File: config.mk
export PLATFORM = sky130hd
export DESIGN_NAME = uart_irq_fifo_line_ctrl
export DESIGN_NICKNAME = d
export VERILOG_FILES = /design/src/hdl/uart_irq_fifo_line_ctrl.v
export VERILOG_INCLUDE_DIRS = /design/src /design/src/shared
export SDC_FILE = /design/constraint.sdc
export NUM_CORES = 1
export LEC_CHECK = 0
export ABC_AREA = 1
export BUFFER_PORTS_ARGS = -buffer_cell sky130_fd_sc_hd__buf_2
export CORE_MARGIN = 5
export CORE_UTILIZATION = 30
export CTS_BUF_LIST = sky130_fd_sc_hd__clkbuf_4
export DETAILED_ROUTE_END_ITERATION = 10
export PLACE_DENSITY = 0.59
export REMOVE_ABC_BUFFERS = 1
export SLEW_MARGIN = 10
export SYNTH_ARGS = -nofsm -noshare
export SYNTH_HDL_FRONTEND = slang
export SYNTH_SLANG_ARGS = --single-unit
File: constraint.sdc
create_clock -name ref_clk -period 3.4 [get_ports ref_clk]
set_clock_uncertainty 0.05 [all_clocks]
set_input_delay 0.51 -clock ref_clk [delete_from_list [all_inputs] [get_ports ref_clk]]
set_output_delay 0.51 -clock ref_clk [all_outputs]
set_load 0.01 [all_outputs]
File: src/shared/uart_irq_defs.vh
// Constants for the interrupt prioritiser, FIFO control and line format block.
// Assumes a byte-addressed Avalon-MM slave with 32-bit data, two channels.
`ifndef UART_IRQ_DEFS_VH
`define UART_IRQ_DEFS_VH

// ----------------------------------------
// Register offsets (word index in address bits 3:2, per channel)
// ----------------------------------------
`define OFS_STATUS 2'h0
`define OFS_FIFO_CTRL 2'h1
`define OFS_LINE_FMT 2'h2
`define OFS_ENH_FEAT 2'h3
`define CHAN_STRIDE_BIT 4

// ----------------------------------------
// Field positions
// ----------------------------------------
`define FC_ENABLE 0
`define FC_RX_RESET 1
`define FC_TX_RESET 2
`define FC_DMA 3
`define FC_TX_TRIG 5:4
`define FC_RX_TRIG 7:6
`define LF_LEN 1:0
`define EF_ENABLE 4

// ----------------------------------------
// Reset values
// ----------------------------------------
`define RST_LINE_FMT 8'h00
`define RST_ENH_FEAT 8'h00
`define RST_TRIG 2'h0

// ----------------------------------------
// Status source codes, bits 5:0
// ----------------------------------------
`define CODE_LINE_ERR 6'h06
`define CODE_RX_TMO 6'h0C
`define CODE_RX_DATA 6'h04
`define CODE_TX_READY 6'h02
`define CODE_MODEM 6'h00
`define CODE_XOFF_SPEC 6'h10
`define CODE_FLOW 6'h20
`define CODE_NONE 6'h01

// ----------------------------------------
// Trigger levels, FIFO depth and time-out
// ----------------------------------------
`define TRIG_L0 5'h01
`define TRIG_L1 5'h04
`define TRIG_L2 5'h08
`define TRIG_L3 5'h0E
`define FIFO_DEPTH 5'h10
`define TMO_CHARS 4
`define TMO_BITS 12
`define FRAME_EXTRA 2

`endif

File: src/hdl/uart_irq_fifo_line_ctrl.v
// Interrupt source prioritiser, FIFO control and word length for two channels.
// Assumes fill counts and event pulses come from channel logic on ref_clk.
//
// What this block does
// - Line error: level 1, code 000110.
// - Receive time-out: level 2, code 001100.
// - Receive trigger reached: level 3, code 000100.
// - Transmit ready 000010; modem change 000000.
// - Xoff or special match: level 6, 010000.
// - Flow line change: level 7, 100000.
// - Nothing pending reads 000001, also after reset.
// - Bit 4 needs enhanced bit; read clears.
// - Bit 5 needs enhanced bit; flags deasserted flow.
// - Bits 7:6 read 11 when FIFOs enabled.
// - Enable bit must accompany other FIFO bits.
// - Bit 1 pulses receive FIFO pointer reset.
// - Bit 2 pulses transmit FIFO pointer reset.
// - Bit 3 selects DMA mode for ready pins.
// - Transmit trigger 1/4/8/14, needs enhanced bit.
// - Transmit interrupt below trigger or empty.
// - Receive trigger 1/4/8/14 raises receive interrupt.
// - Line bits 1:0 give 5 to 8 bits.
// - Highest pending reported, lower ones stay queued.
// - Time-out after 4 chars plus 12 bits.
// - Transmit ready clears on status read or write.
`include "uart_irq_defs.vh"

module uart_irq_fifo_line_ctrl (
	input wire ref_clk, // Device clock, 20 MHz
	input wire rst_n, // Synchronous reset, active low
	input wire [5:0] address, // Avalon byte address
	input wire read, // Avalon read request
	input wire write, // Avalon write request
	input wire [31:0] writedata, // Avalon write data
	input wire [3:0] byteenable, // Avalon byte lanes
	output reg [31:0] readdata, // Avalon read data
	output wire waitrequest, // Avalon wait, high stalls
	input wire [9:0] rx_count, // Receive FIFO fill, 5 bits per channel
	input wire [9:0] tx_count, // Transmit FIFO fill, 5 bits per channel
	input wire [1:0] line_error_status, // Any line error flag, level
	input wire [1:0] modem_line_status, // Any modem change flag, level
	input wire [1:0] xoff_match, // Xoff character detected, pulse
	input wire [1:0] xon_match, // Xon character detected, pulse
	input wire [1:0] special_match, // Special character detected, pulse
	input wire [1:0] rx_char_strobe, // A character was received, pulse
	input wire [1:0] flow_deassert, // Flow line deasserted, pulse
	input wire [1:0] flow_int_clear, // Modem status read, pulse
	input wire [1:0] rx_hold_read, // Receive holding reg read, pulse
	input wire [1:0] tx_hold_write, // Transmit holding reg write, pulse
	input wire [1:0] bit_tick, // One pulse per bit time
	output wire [1:0] fifo_enable, // FIFOs enabled
	output wire [1:0] dma_mode, // DMA mode of ready pins
	output wire [1:0] rx_fifo_reset, // Receive pointer reset, pulse
	output wire [1:0] tx_fifo_reset, // Transmit pointer reset, pulse
	output wire [7:0] char_bits, // Character length, 4 bits per channel
	output wire [15:0] line_format, // Whole line format byte per channel
	output wire [1:0] enhanced_enable, // Enhanced features on
	output wire [1:0] receive_ready_pin_n, // Receive ready pin, active low
	output wire [1:0] transmit_ready_pin_n // Transmit ready pin, active low
);

	// ----------------------------------------
	// Decoding functions
	// ----------------------------------------

	// Trigger code to character count
	function [4:0] trig_level;
		input [1:0] sel;
		begin
			case (sel)
				2'h0: trig_level = `TRIG_L0;
				2'h1: trig_level = `TRIG_L1;
				2'h2: trig_level = `TRIG_L2;
				default: trig_level = `TRIG_L3;
			endcase
		end
	endfunction

	// Word length code to data bits
	function [3:0] char_len;
		input [1:0] sel;
		begin
			case (sel)
				2'h0: char_len = 4'h5;
				2'h1: char_len = 4'h6;
				2'h2: char_len = 4'h7;
				default: char_len = 4'h8;
			endcase
		end
	endfunction

	// Pick the highest pending source; src[0] is highest
	function [5:0] prio_code;
		input [6:0] src;
		begin
			if (src[0])
				prio_code = `CODE_LINE_ERR;
			else if (src[1])
				prio_code = `CODE_RX_TMO;
			else if (src[2])
				prio_code = `CODE_RX_DATA;
			else if (src[3])
				prio_code = `CODE_TX_READY;
			else if (src[4])
				prio_code = `CODE_MODEM;
			else if (src[5])
				prio_code = `CODE_XOFF_SPEC;
			else if (src[6])
				prio_code = `CODE_FLOW;
			else
				prio_code = `CODE_NONE;
		end
	endfunction

	// ----------------------------------------
	// Avalon slave handshake
	// ----------------------------------------

	reg ack;
	wire req;
	wire done;
	wire mapped;
	wire [15:0] rd_bytes;

	assign req = read | write;
	assign done = req & ack;
	assign mapped = (address[5] == 1'b0);
	// One wait state: request taken on the edge where ack is high
	assign waitrequest = req & ~ack;

	// Acknowledge and capture read data one cycle after the request
	always @(posedge ref_clk) begin
		if (!rst_n) begin
			ack <= 1'b0;
			readdata <= 32'h00000000;
		end else begin
			ack <= req & ~ack;
			if (req & ~ack) begin
				if (read & mapped)
					readdata <= {24'h000000, rd_bytes[address[`CHAN_STRIDE_BIT]*8 +: 8]};
				else
					readdata <= 32'h00000000;
			end
		end
	end

	// ----------------------------------------
	// Per-channel logic
	// ----------------------------------------

	genvar ch;
	generate
		for (ch = 0; ch < 2; ch = ch + 1) begin : chan
			localparam integer CHI = ch;
			localparam [0:0] CH = CHI[0];
			// Channel registers
			reg fifo_en;
			reg dma;
			reg [1:0] rx_sel;
			reg [1:0] tx_sel;
			reg [7:0] lfmt;
			reg [7:0] enhanced_feature_reg;
			reg rx_rst;
			reg tx_rst;
			reg tx_flag;
			reg xoff_flag;
			reg spec_flag;
			reg flow_flag;
			reg tmo_flag;
			reg [4:0] tx_prev;
			reg tx_filled_over;
			reg [5:0] tmo_cnt;
			reg rx_pin_n;
			reg tx_pin_n;
			// Channel nets
			wire [4:0] rxc;
			wire [4:0] txc;
			wire [4:0] rx_trig;
			wire [4:0] tx_trig;
			wire [5:0] tmo_limit;
			wire [31:0] tmo_full;
			wire sel;
			wire wr_en;
			wire wr_fc;
			wire rd_st;
			wire tx_clr;
			wire match_clr;
			wire enh;
			wire rx_data_src;
			wire tx_set;
			wire tmo_run;
			wire [5:0] code;
			wire [7:0] status;
			reg [7:0] rd_byte;

			// Fill counts, trigger levels and enhanced bit of this channel
			assign rxc = rx_count[ch*5 +: 5];
			assign txc = tx_count[ch*5 +: 5];
			assign rx_trig = trig_level(rx_sel);
			assign tx_trig = trig_level(tx_sel);
			assign enh = enhanced_feature_reg[`EF_ENABLE];
			// Each channel decodes only its own address window
			assign sel = mapped & (address[`CHAN_STRIDE_BIT] == CH);
			assign wr_en = done & write & sel & byteenable[0];
			assign wr_fc = wr_en & (address[3:2] == `OFS_FIFO_CTRL);
			assign rd_st = done & read & sel & (address[3:2] == `OFS_STATUS);

			// A status read clears only the source it reported; lower ones stay queued
			assign tx_clr = rd_st & (readdata[5:0] == `CODE_TX_READY);
			assign match_clr = rd_st & (readdata[5:0] == `CODE_XOFF_SPEC);

			// Four frames (start, data, stop) plus twelve bit times
			assign tmo_full = `TMO_CHARS * (char_len(lfmt[`LF_LEN]) + `FRAME_EXTRA) + `TMO_BITS;
			assign tmo_limit = tmo_full[5:0]; // At most 52, fits six bits

			// Receive data source: trigger in FIFO mode, any data otherwise
			assign rx_data_src = fifo_en ? (rxc >= rx_trig) : (rxc != 5'h00);

			// Transmit: fell below trigger, or emptied without filling over it
			assign tx_set = fifo_en ? ((tx_prev >= tx_trig) & (txc < tx_trig)) |
				((tx_prev != 5'h00) & (txc == 5'h00) & ~tx_filled_over) :
				((tx_prev != 5'h00) & (txc == 5'h00));

			// Timer only runs while the FIFO holds data
			assign tmo_run = fifo_en & (rxc != 5'h00);

			// Queued sources stay pending until their own clear
			assign code = prio_code({flow_flag & enh, (xoff_flag | spec_flag) & enh,
				modem_line_status[ch], tx_flag, rx_data_src, tmo_flag, line_error_status[ch]});
			assign status = {fifo_en, fifo_en, code};

			// Register read multiplexer
			always @* begin
				case (address[3:2])
					`OFS_STATUS: rd_byte = status;
					`OFS_LINE_FMT: rd_byte = lfmt;
					`OFS_ENH_FEAT: rd_byte = enhanced_feature_reg;
					default: rd_byte = 8'h00;
				endcase
			end
			assign rd_bytes[ch*8 +: 8] = rd_byte;

			// Software-written control registers
			always @(posedge ref_clk) begin
				if (!rst_n) begin
					fifo_en <= 1'b0;
					dma <= 1'b0;
					rx_sel <= `RST_TRIG;
					tx_sel <= `RST_TRIG;
					lfmt <= `RST_LINE_FMT;
					enhanced_feature_reg <= `RST_ENH_FEAT;
					rx_rst <= 1'b0;
					tx_rst <= 1'b0;
				end else begin
					rx_rst <= 1'b0;
					tx_rst <= 1'b0;
					if (wr_fc) begin
						fifo_en <= writedata[`FC_ENABLE];
						if (writedata[`FC_ENABLE]) begin
							rx_rst <= writedata[`FC_RX_RESET];
							tx_rst <= writedata[`FC_TX_RESET];
							dma <= writedata[`FC_DMA];
							rx_sel <= writedata[`FC_RX_TRIG];
							if (enh)
								tx_sel <= writedata[`FC_TX_TRIG];
						end
					end
					if (wr_en && address[3:2] == `OFS_LINE_FMT)
						lfmt <= writedata[7:0];
					if (wr_en && address[3:2] == `OFS_ENH_FEAT)
						enhanced_feature_reg <= writedata[7:0];
				end
			end

			// Sticky sources; a set in the clear cycle wins
			always @(posedge ref_clk) begin
				if (!rst_n) begin
					tx_flag <= 1'b0;
					xoff_flag <= 1'b0;
					spec_flag <= 1'b0;
					flow_flag <= 1'b0;
					tx_prev <= 5'h00;
					tx_filled_over <= 1'b0;
				end else begin
					tx_prev <= txc;
					if (txc == 5'h00)
						tx_filled_over <= 1'b0;
					else if (txc > tx_trig)
						tx_filled_over <= 1'b1;
					tx_flag <= (tx_flag & ~tx_clr & ~tx_hold_write[ch]) | tx_set;
					xoff_flag <= (xoff_flag & ~match_clr & ~xon_match[ch]) | (xoff_match[ch] & enh);
					spec_flag <= (spec_flag & ~match_clr & ~rx_char_strobe[ch]) | (special_match[ch] & enh);
					flow_flag <= (flow_flag & ~flow_int_clear[ch]) | (flow_deassert[ch] & enh);
				end
			end

			// Receive time-out timer counted in bit times
			always @(posedge ref_clk) begin
				if (!rst_n) begin
					tmo_cnt <= 6'h00;
					tmo_flag <= 1'b0;
				end else begin
					if (!tmo_run || rx_char_strobe[ch] || rx_hold_read[ch])
						tmo_cnt <= 6'h00;
					else if (bit_tick[ch] && tmo_cnt != tmo_limit)
						tmo_cnt <= tmo_cnt + 6'h01;
					tmo_flag <= (tmo_flag & ~rx_hold_read[ch]) |
						(tmo_run & bit_tick[ch] & ~rx_char_strobe[ch] & ~rx_hold_read[ch] &
						(tmo_cnt + 6'h01 == tmo_limit));
				end
			end

			// Ready pins: single-character or DMA block signalling
			always @(posedge ref_clk) begin
				if (!rst_n) begin
					rx_pin_n <= 1'b1;
					tx_pin_n <= 1'b0;
				end else begin
					if (dma) begin
						rx_pin_n <= ~(rx_data_src | tmo_flag);
						tx_pin_n <= ~(txc < `FIFO_DEPTH);
					end else begin
						rx_pin_n <= (rxc == 5'h00);
						tx_pin_n <= (txc != 5'h00);
					end
				end
			end

			// Channel outputs
			assign fifo_enable[ch] = fifo_en;
			assign dma_mode[ch] = dma;
			assign rx_fifo_reset[ch] = rx_rst;
			assign tx_fifo_reset[ch] = tx_rst;
			assign char_bits[ch*4 +: 4] = char_len(lfmt[`LF_LEN]);
			assign line_format[ch*8 +: 8] = lfmt;
			assign enhanced_enable[ch] = enh;
			assign receive_ready_pin_n[ch] = rx_pin_n;
			assign transmit_ready_pin_n[ch] = tx_pin_n;
		end
	endgenerate

endmodule

==> results.toml, run 1 <==
[run_status]
status = "finished, final reports clean"

[floorplan]
io_pins = 159
die_h_um = 145
dieArea_um2 = 21100
core_area_um2 = 18000
rows = 49
start_util_pct = 30.5
dieWidth_um = 145

[cts]
cts_max_level = 3
postCtsHoldBufs = 0
clk_pin_slew_worst_paths_ps = 140
cts_resized = 0
cts_tree = "built"
post_cts_buffers = 0
root_buffer = "clkbuf_4"
cts_sinks = 95
cts_buffers = 9
ctsLongestPathBuffers = 2
clock_latency_ps = 460

[min_path]
hold_start = "rx_hold_read[0]"
whs_endpoint = "chan[0].tmo_flag"
hp-class = "input port to flip-flop"
hold_depth = 2

[sta]
post-route-period-util_pct = 66.5
final_max_slew_viol_count = 0
setup_viol = 0
period_needed_ps = 2260
worst_slew_pin_slew_ps = 704
fmax_mhz = 442
fin_tns_setup_ps = 0
slew_headroom_pct = 52.9
hold_viol = 0
rsz0062_at_grt = "no"

[logic_synthesis]
netlist_instances = 748
ys_ff_latch = 95
postSynth.asyncResetShare_pct = 0
synth_edf_count = 0
ys_types = 38
ys_seq_area_share_pct = 34.7
synthesis.area_um2 = 5480
syn_area_per_cell_um2 = 7.33
ys.flop_type = "dfxtp_1"
ys_warn_count = 0

[detailed_routing]
firstDrtPassIters = 4
dr.first_iter.drc_count = 310
wl_met1_mm = 6.97
viasPerCell = 4.60
drt_wl_total_mm = 15.3
wl_per_cell_um = 14.4
top_layer = "met4"
ant_nets = 0
drc_errors = 0
num_vias = 4909
dr_wl_met3_um = 699
dr_wl_met2_mm = 7.34

[placed_design]
place.gp.congestion = 0.838
dp_cells = 1047
post_dp_cell_area_um2 = 6000
dp_hpwl_mm = 12.0
io_buffers = 105

[worst_setup_path]
reg2regPathDepth = 7
required_ps = 2840
cp_max_fo = 6
r2r_slack_ps = 1260
startpoint_type = "flip-flop"
end_kind = "output pin"
critical_path_class = "flip-flop to output pin"
r2r_end = "chan[1].tx_sel[1]"
path_common_cell = "inv_1"
cp_slowest_cell = "dfxtp_1"
crit_chain = "inv_1 > ha_1 > o21ai_2 > inv_1 > buf_2"
rr_startpoint = "ack"
critPathArrivalTime_ps = 1700
cpPeakStageDelay_ps = 420

[pwr]
peakVddDrop_mv = 0.169
p_per_area_nw_per_um2 = 321
p_leak_uw = 0.00271

[final_layout]
stdcell_count = 1067
stdcell_area_um2 = 6140
drive_above_1_share_pct = 17.3
syn2layout_area_growth_pct = 11.9
fin_nets = 955

[global_routing]
antenna_found_initial = 4
grt_max_degree = 37
grt_util_all_layers_pct = 14.3
grt_pass1_wl_mm = 24.5
grt_pass1_vias = 4718
gr-total-overflow = 0

[run]
drv_cap = 0
## layer usage
layer | vias up | track usage, %
met2 | 99 | 23.4
met4 | 0 | 5.60
met3 | 16 | 2.56
li1 | 2578 | -
met1 | 2216 | 18.6
met5 | - | 0
## worst max path at each step
| stage | slack [ps] | end | cells after the start | startpoint |
|---|---|---|---|---|
| floorplan | 1470 | chan[0].tmo_cnt[2] | 12 | chan[0].lfmt[0] |
| global placement | 830 | chan[1].tx_sel[0] | 10 | address[4] |
| detailed placement | 740 | chan[1].tx_sel[1] | 10 | address[4] |
| CTS | 1060 | char_bits[4] | 5 | chan[1].lfmt[1] |
| global route | 900 | chan[1].tx_sel[1] | 10 | address[4] |
| finish | 1140 | char_bits[4] | 5 | chan[1].lfmt[0] |
## cells by family after synthesis
family | after synthesis | share of synthesized area (%)
AOI/OAI and AO/OA | 173 | 17.6
xor gates and xnor gates | 14 | 2.37
adders and majority gates | 38 | 8.67
buffers and inverters | 179 | 15.3
DFF | 95 | 34.7
other | 1 | 0.0684
and+or+nand+nor | 248 | 21.3
## area by class of cell
class,instances,area (µm²)
Antenna cell,4,10.0
Clock buffer,9,67.6
Clock inverter,7,53.8
Fill cell,1993,11800
Inverter,119,449
Multi-Input combinational cell,497,2830
Sequential cell,95,1900
Tap cell,229,287
Timing Repair Buffer,107,541
## power by group
group | switching [µW] | internal, µW | total, µW
sequential | 9.59 | 1130 | 1140
combinational | 155 | 80.3 | 235
clock | 382 | 212 | 594
total | 547 | 1420 | 1970
## cells in the final DEF (no fill, tap or decap), types with 17 or more instances in the layout
master,instances
buf_2,105
nand3_1,47
ha_1,38
nand2_1,111
o21ai_1,17
conb_1,24
a21oi_1,88
nor2_1,39
o21ai_0,34
inv_1,111
dfxtp_1,95
## synthesized netlist by cell type, drive strengths merged, types with 9 or more instances
library cell / instances / area, µm²
nor3: 14 / 70.1
a221oi: 10 / 87.6
nand3: 47 / 235
buf: 50 / 353
ha: 38 / 475
o211ai: 9 / 67.6
inv: 119 / 449
o21ai: 52 / 264
clkbuf: 10 / 37.5
a21oi: 88 / 440
nor2: 48 / 223
xor2: 11 / 104
nand2: 115 / 442
nand4: 10 / 77.6
dfxtp: 95 / 1900
## worst max-delay path, delay by kind of cell (launching register included)
| family | cells | cell delay [ps] |
|---|---|---|
| AOI/OAI and AO/OA | 1 | 200 |
| adders and majority gates | 1 | 250 |
| DFF | 1 | 420 |
| buffers and inverters | 3 | 380 |
## metrics by stage
| stage | total power (µW) | hold WS (ps) | utilization (%) | setup slack, ps |
|---|---|---|---|---|
| 2_1_floorplan | 1290 | 373 | - | 1470 |
| 3_5_place_dp | 1400 | 386 | 33.4 | 738 |
| 3_3_place_gp | 1400 | 387 | 33.4 | 828 |
| 6_report | 1970 | 192 | 34.2 | 1140 |
| 4_1_cts | 1990 | 167 | 34.1 | 1060 |
| 5_1_grt | 2070 | 177 | 34.2 | 902 |
(Power assumes the default switching activity.)
==> run 2: changes to the inputs <==
- ABC_AREA: 1 -> 0
- PLACE_DENSITY: 0.59 -> 0.61
- clock period: 3.4 -> 2.05 ns (I/O delays scaled with it)
==> results.toml, run 2 <==
[run_status]
status = "finished, final reports clean"

[pwr]
p_leak_uw = 0.00317
intPower_uw = 2320
combPwrFrac_pct = 13.1
peakVddDrop_mv = 0.219
p_sw_uw = 864
seqPwrFrac_pct = 59.2
switching_share_pct = 27.1
p_per_area_nw_per_um2 = 450
clockPowerShare_pct = 27.7

[detailed_routing]
firstDrtPassIters = 4
viasPerCell = 4.82
dr.first_iter.drc_count = 292
num_vias = 5000
wl_per_cell_um = 15.5
ant_nets = 0
drt_wl_total_mm = 16.1
drc_errors = 0

[cts]
root_buffer = "clkbuf_4"
cts_sinks = 95
cts_buffers = 9
ctsLongestPathBuffers = 2
cts_tree = "built"
cts_max_level = 3
clock_latency_ps = 470
clk_pin_slew_worst_paths_ps = 130

[sta]
rsz0062_at_grt = "yes"
period_needed_ps = 2020
fmax_mhz = 495
post-route-period-util_pct = 98.5
final_max_slew_viol_count = 0
hold_viol = 0
setup_viol = 0
fin_tns_setup_ps = 0

[logic_synthesis]
syn_area_per_cell_um2 = 8.66
ys_seq_area_share_pct = 33.3
ys_warn_count = 0
ys_ff_latch = 95
synthesis.area_um2 = 5710
yosysMostFrequentCell = "dfxtp_1"
synth_top_area_share_pct = 33.3
synth_edf_count = 0
yosys-top-cells-count = "95 x dfxtp_1, 82 x nor2_1, 44 x inv_1, 44 x nand2_1, 41 x mux2i_1"
netlist_instances = 659
synth_top_area_cell = "dfxtp_1"
synth_area_leaders = "dfxtp_1 33%, ha_1 8.3%, mux2i_1 7.2%"
ys_types = 73
postSynth.asyncResetShare_pct = 0
ys.flop_type = "dfxtp_1"

[floorplan]
dieArea_um2 = 21900
core_area_um2 = 18700
io_pins = 159
die_h_um = 148
dieWidth_um = 148
rows = 50
start_util_pct = 30.5

[final_layout]
fillers = 1940
drive_above_1_share_pct = 30.1
seq_area_um2 = 1910
fin_nets = 922
final_common_cell = "buf_2"
syn2layout_area_growth_pct = 24.0
multi_input_area_um2 = 3490
stdcell_area_um2 = 7080
final_cell_mix = "103 x buf_2, 89 x dfxtp_1, 82 x nor2_1"

[global_routing]
grt_util_met2_pct = 23.4
grt_util_all_layers_pct = 14.6
antenna_found_initial = 5
gr-total-overflow = 0
grt_use_met1_pct = 19.0
grt_max_degree = 63
use_met3_pct = 3.00
busiest_layer = "met2"
grt_pass1_wl_mm = 25.4
grt_pass1_vias = 4740

[worst_setup_path]
end_kind = "flip-flop"
r2r_end = "chan[1].tmo_cnt[4]"
cp_max_fo = 3
critPathArrivalTime_ps = 2370
rr_startpoint = "chan[1].lfmt[0]"
required_ps = 2400
critical_path_class = "flip-flop to flip-flop"
startpoint_type = "flip-flop"
r2r_slack_ps = 30
reg2regPathDepth = 8

[min_path]
hold_depth = 3
hp-class = "input port to flip-flop"
whs_endpoint = "chan[0].flow_flag"
hold_start = "flow_int_clear[0]"

[run]
drv_cap = 0

[placed_design]
place.gp.congestion = 0.876
post_dp_cell_area_um2 = 6630
io_buffers = 105
dp_hpwl_mm = 12.5
run 2: worst max-delay path, stage by stage, from the launching register on:
cell	delay [ps]
dfxtp_2	360
inv_2	50
buf_6	120
ha_4	160
nor2b_4	120
or3_4	360
a41oi_2	200
or4b_4	480
o21ai_2	60
run 2: power groups by stage:
stage	logic [µW]	clock network [µW]	registers (µW)
6_report	418	883	1890
5_1_grt	464	998	1890
4_1_cts	415	924	1890
3_5_place_dp	399	0	1930
3_3_place_gp	393	0	1930
2_1_floorplan	183	0	1930
run 2: cells by family after synthesis:
kind of cell    synth area share [%]
simple gates                    20.4
compound gates                  14.0
buf+inv                         10.3
flops                           33.3
mux                             10.3
fa+ha+maj                       8.33
xor+xnor                        3.27
other cells                   0.0657
run 2: worst max-delay path by stage:
| stage | from | end |
|---|---|---|
| final | chan[1].lfmt[0] | chan[1].tmo_cnt[4] |
| after global routing | chan[1].lfmt[0] | chan[1].tmo_cnt[4] |
| after CTS | chan[1].lfmt[0] | chan[1].tmo_cnt[4] |
| after detailed placement | chan[0].lfmt[1] | chan[0].tmo_cnt[4] |
| after global placement | chan[0].lfmt[1] | chan[0].tmo_cnt[4] |
| after floorplan | chan[1].lfmt[0] | chan[1].tmo_cnt[4] |
run 2: stage by stage:
stage                     instances  setup WS [ps]  util [%]  power, µW  hold slack, ps
after floorplan                 615           -633         -       2110             349
after global placement         1007          -47.7      35.4       2320             388
after detailed placement       1007          -63.1      35.4       2330             390
after CTS                      1032          -33.4      37.0       3230            1.62
after global routing           1038          -51.6      37.9       3350            28.5
final                          1038           31.1      37.9       3190            38.4
run 2: layout make-up:
cell class                      count  area share (%)
Clock inverter                      3           0.159
Sequential cell                    95            27.0
Inverter                           45            2.42
Timing Repair Buffer              170            15.5
Multi-Input combinational cell    475            49.3
Antenna cell                        4           0.141
Clock buffer                       12            1.27
Tap cell                          234            4.14
run 2: routing by layer:
layer	wire, µm	vias to the layer above
li1	-	2519
met1	7520	2356
met2	7410	96
met3	696	27
met4	481	2
met5	7	-
run 2: what timing repair did:
action | CTS | global route
pin swaps | 2 | 11
hold endpoints to repair | 9 | 0
setup buffers | 1 | 2
hold buffers | 9 | 0
gates cloned | 0 | 0
endpoints found under the setup margin | 9 | 15
gates resized for setup | 22 | 35
==> run 3: changes to the inputs <==
- ABC_CLOCK_PERIOD_IN_PS: unset -> 2050
- CELL_PAD_IN_SITES_DETAIL_PLACEMENT: unset -> 1
- CELL_PAD_IN_SITES_GLOBAL_PLACEMENT: unset -> 2
- CORE_UTILIZATION: 30 -> 29
- PLACE_DENSITY: 0.61 -> 0.88
==> results.toml, run 3 (synthesized netlist as in run 2, its figures left out) <==
[sta]
post-route-period-util_pct = 102
setup_viol = 5
hold_viol = 0
period_needed_ps = 2100
rsz0062_at_grt = "yes"
fin_tns_setup_ps = -128
fmax_mhz = 476
final_max_slew_viol_count = 0
fin_ws_ps = -51.2
fin_hold_ws_ps = 37.2

[detailed_routing]
dr.first_iter.drc_count = 216
wl_per_cell_um = 16.7
drt_wl_total_mm = 18.1
viasPerCell = 4.77
drc_errors = 0
ant_nets = 0
num_vias = 5174
firstDrtPassIters = 4

[final_layout]
fillers = 2354
final_common_cell = "buf_2"
final_cell_mix = "103 x buf_2, 89 x dfxtp_1, 82 x nor2_1"
stdcell_area_um2 = 7290
fin_nets = 938
syn2layout_area_growth_pct = 27.6
drive_above_1_share_pct = 31.5

[pwr]
p_leak_uw = 0.00327
p_per_area_nw_per_um2 = 463
total_power_uw = 3370
peakVddDrop_mv = 0.237

[worst_setup_path]
cpPeakStageDelay_ps = 390
critical_path_class = "flip-flop to flip-flop"
startpoint_type = "flip-flop"
path_buf_inv = 1
required_ps = 2390
cpLargestDelayFamily = "simple AND/OR/NAND/NOR gates"
crit_chain = "inv_2 > ha_4 > nor3b_2 > or3_4 > a41oi_4 > nor2b_4 > mux2_4"
r2r_slack_ps = -50
cp_slowest_cell = "or3_4"
cp_max_fo = 5
critPathArrivalTime_ps = 2440
end_kind = "flip-flop"

[global_routing]
grt_util_all_layers_pct = 16.2
grt_max_degree = 63
gr-total-overflow = 0
grt_pass1_vias = 5558
grt_pass1_wl_mm = 28.8
antenna_found_initial = 2

[cts]
root_buffer = "clkbuf_4"
clk_pin_slew_worst_paths_ps = 160
cts_buffers = 9
clock_latency_ps = 480
ctsLongestPathBuffers = 2
cts_sinks = 95
cts_max_level = 3
cts_tree = "built"

[run_status]
violations = "setup timing"
status = "complete, but fails checks"

[run]
drv_cap = 0

[floorplan]
start_util_pct = 29.4
dieWidth_um = 150
io_pins = 159
dieArea_um2 = 22600
die_h_um = 150
core_area_um2 = 19400
rows = 51

[placed_design]
post-place-ws_ps = -158
dp_hpwl_mm = 14.2
post_dp_cell_area_um2 = 6710
io_buffers = 105
place.gp.congestion = 0.827

[min_path]
hp-class = "input port to flip-flop"
==> run 3: worst reg2reg max path: cells and delay by family (launching register included) <==
family	cells	cell delay (ps)
flip-flops	1	370
AND/OR/NAND/NOR	3	740
multiplexers	1	290
AO/OA/AOI/OAI	1	250
adder cells (fa/ha/maj)	1	260
buffers and inverters	1	60
==> run 3: through the flow <==
stage                     instances  utilization [%]
after floorplan                 615                -
after global routing           1084             37.6
final                          1084             37.6
after global placement         1046             34.6
after detailed placement       1046             34.6
after CTS                      1076             36.9
==> run 3: layout make-up <==
cell class	count	area, µm²	share of cell area (%)
inverter	45	169	2.32
timing repair buffer	186	1210	16.7
antenna	2	5.00	0.0687
clock buffer	9	67.6	0.927
multi-input combinational	475	3510	48.2
sequential	95	1910	26.2
clock inverter	7	72.6	0.996
tap	265	332	4.55
==> run 3: worst paths after layout <==
| check | startpoint | endpoint | cells after the start |
|---|---|---|---|
| setup / recovery | chan[0].lfmt[1] | chan[0].tmo_cnt[4] | 7 |
| hold / removal | tx_count[7] | chan[1].tx_prev[2] | 2 |
| setup reg to reg | chan[0].lfmt[1] | chan[0].tmo_cnt[4] | 7 |
| hold reg to reg | chan[1].tx_filled_over | chan[1].tx_filled_over | 2 |
==> run 3: what timing repair did <==
item / CTS / global route
pin swaps: 9 / 10
gates resized for setup: 39 / 17
setup endpoints to repair: 14 / 17
hold buffers: 12 / 0
endpoints found under the hold margin: 9 / 0
setup buffers: 3 / 6
==> run 3: power breakdown <==
group          switching, µW  leakage [µW]  internal [µW]
Sequential              15.3      0.000774           1870
Combinational            250       0.00242            184
Clock                    677     0.0000723            373
Total                    942       0.00327           2430
==> run 3: layer usage <==
layer | track usage [%] | share of wire, % | vias up | wire length (µm)
li1 | - | - | 2551 | -
met1 | 20.2 | 44 | 2509 | 8030
met2 | 28.1 | 50 | 96 | 9040
met3 | 3.37 | 3.9 | 18 | 703
met4 | 4.71 | 1.9 | 0 | 340
met5 | 0 | 0 | - | 0
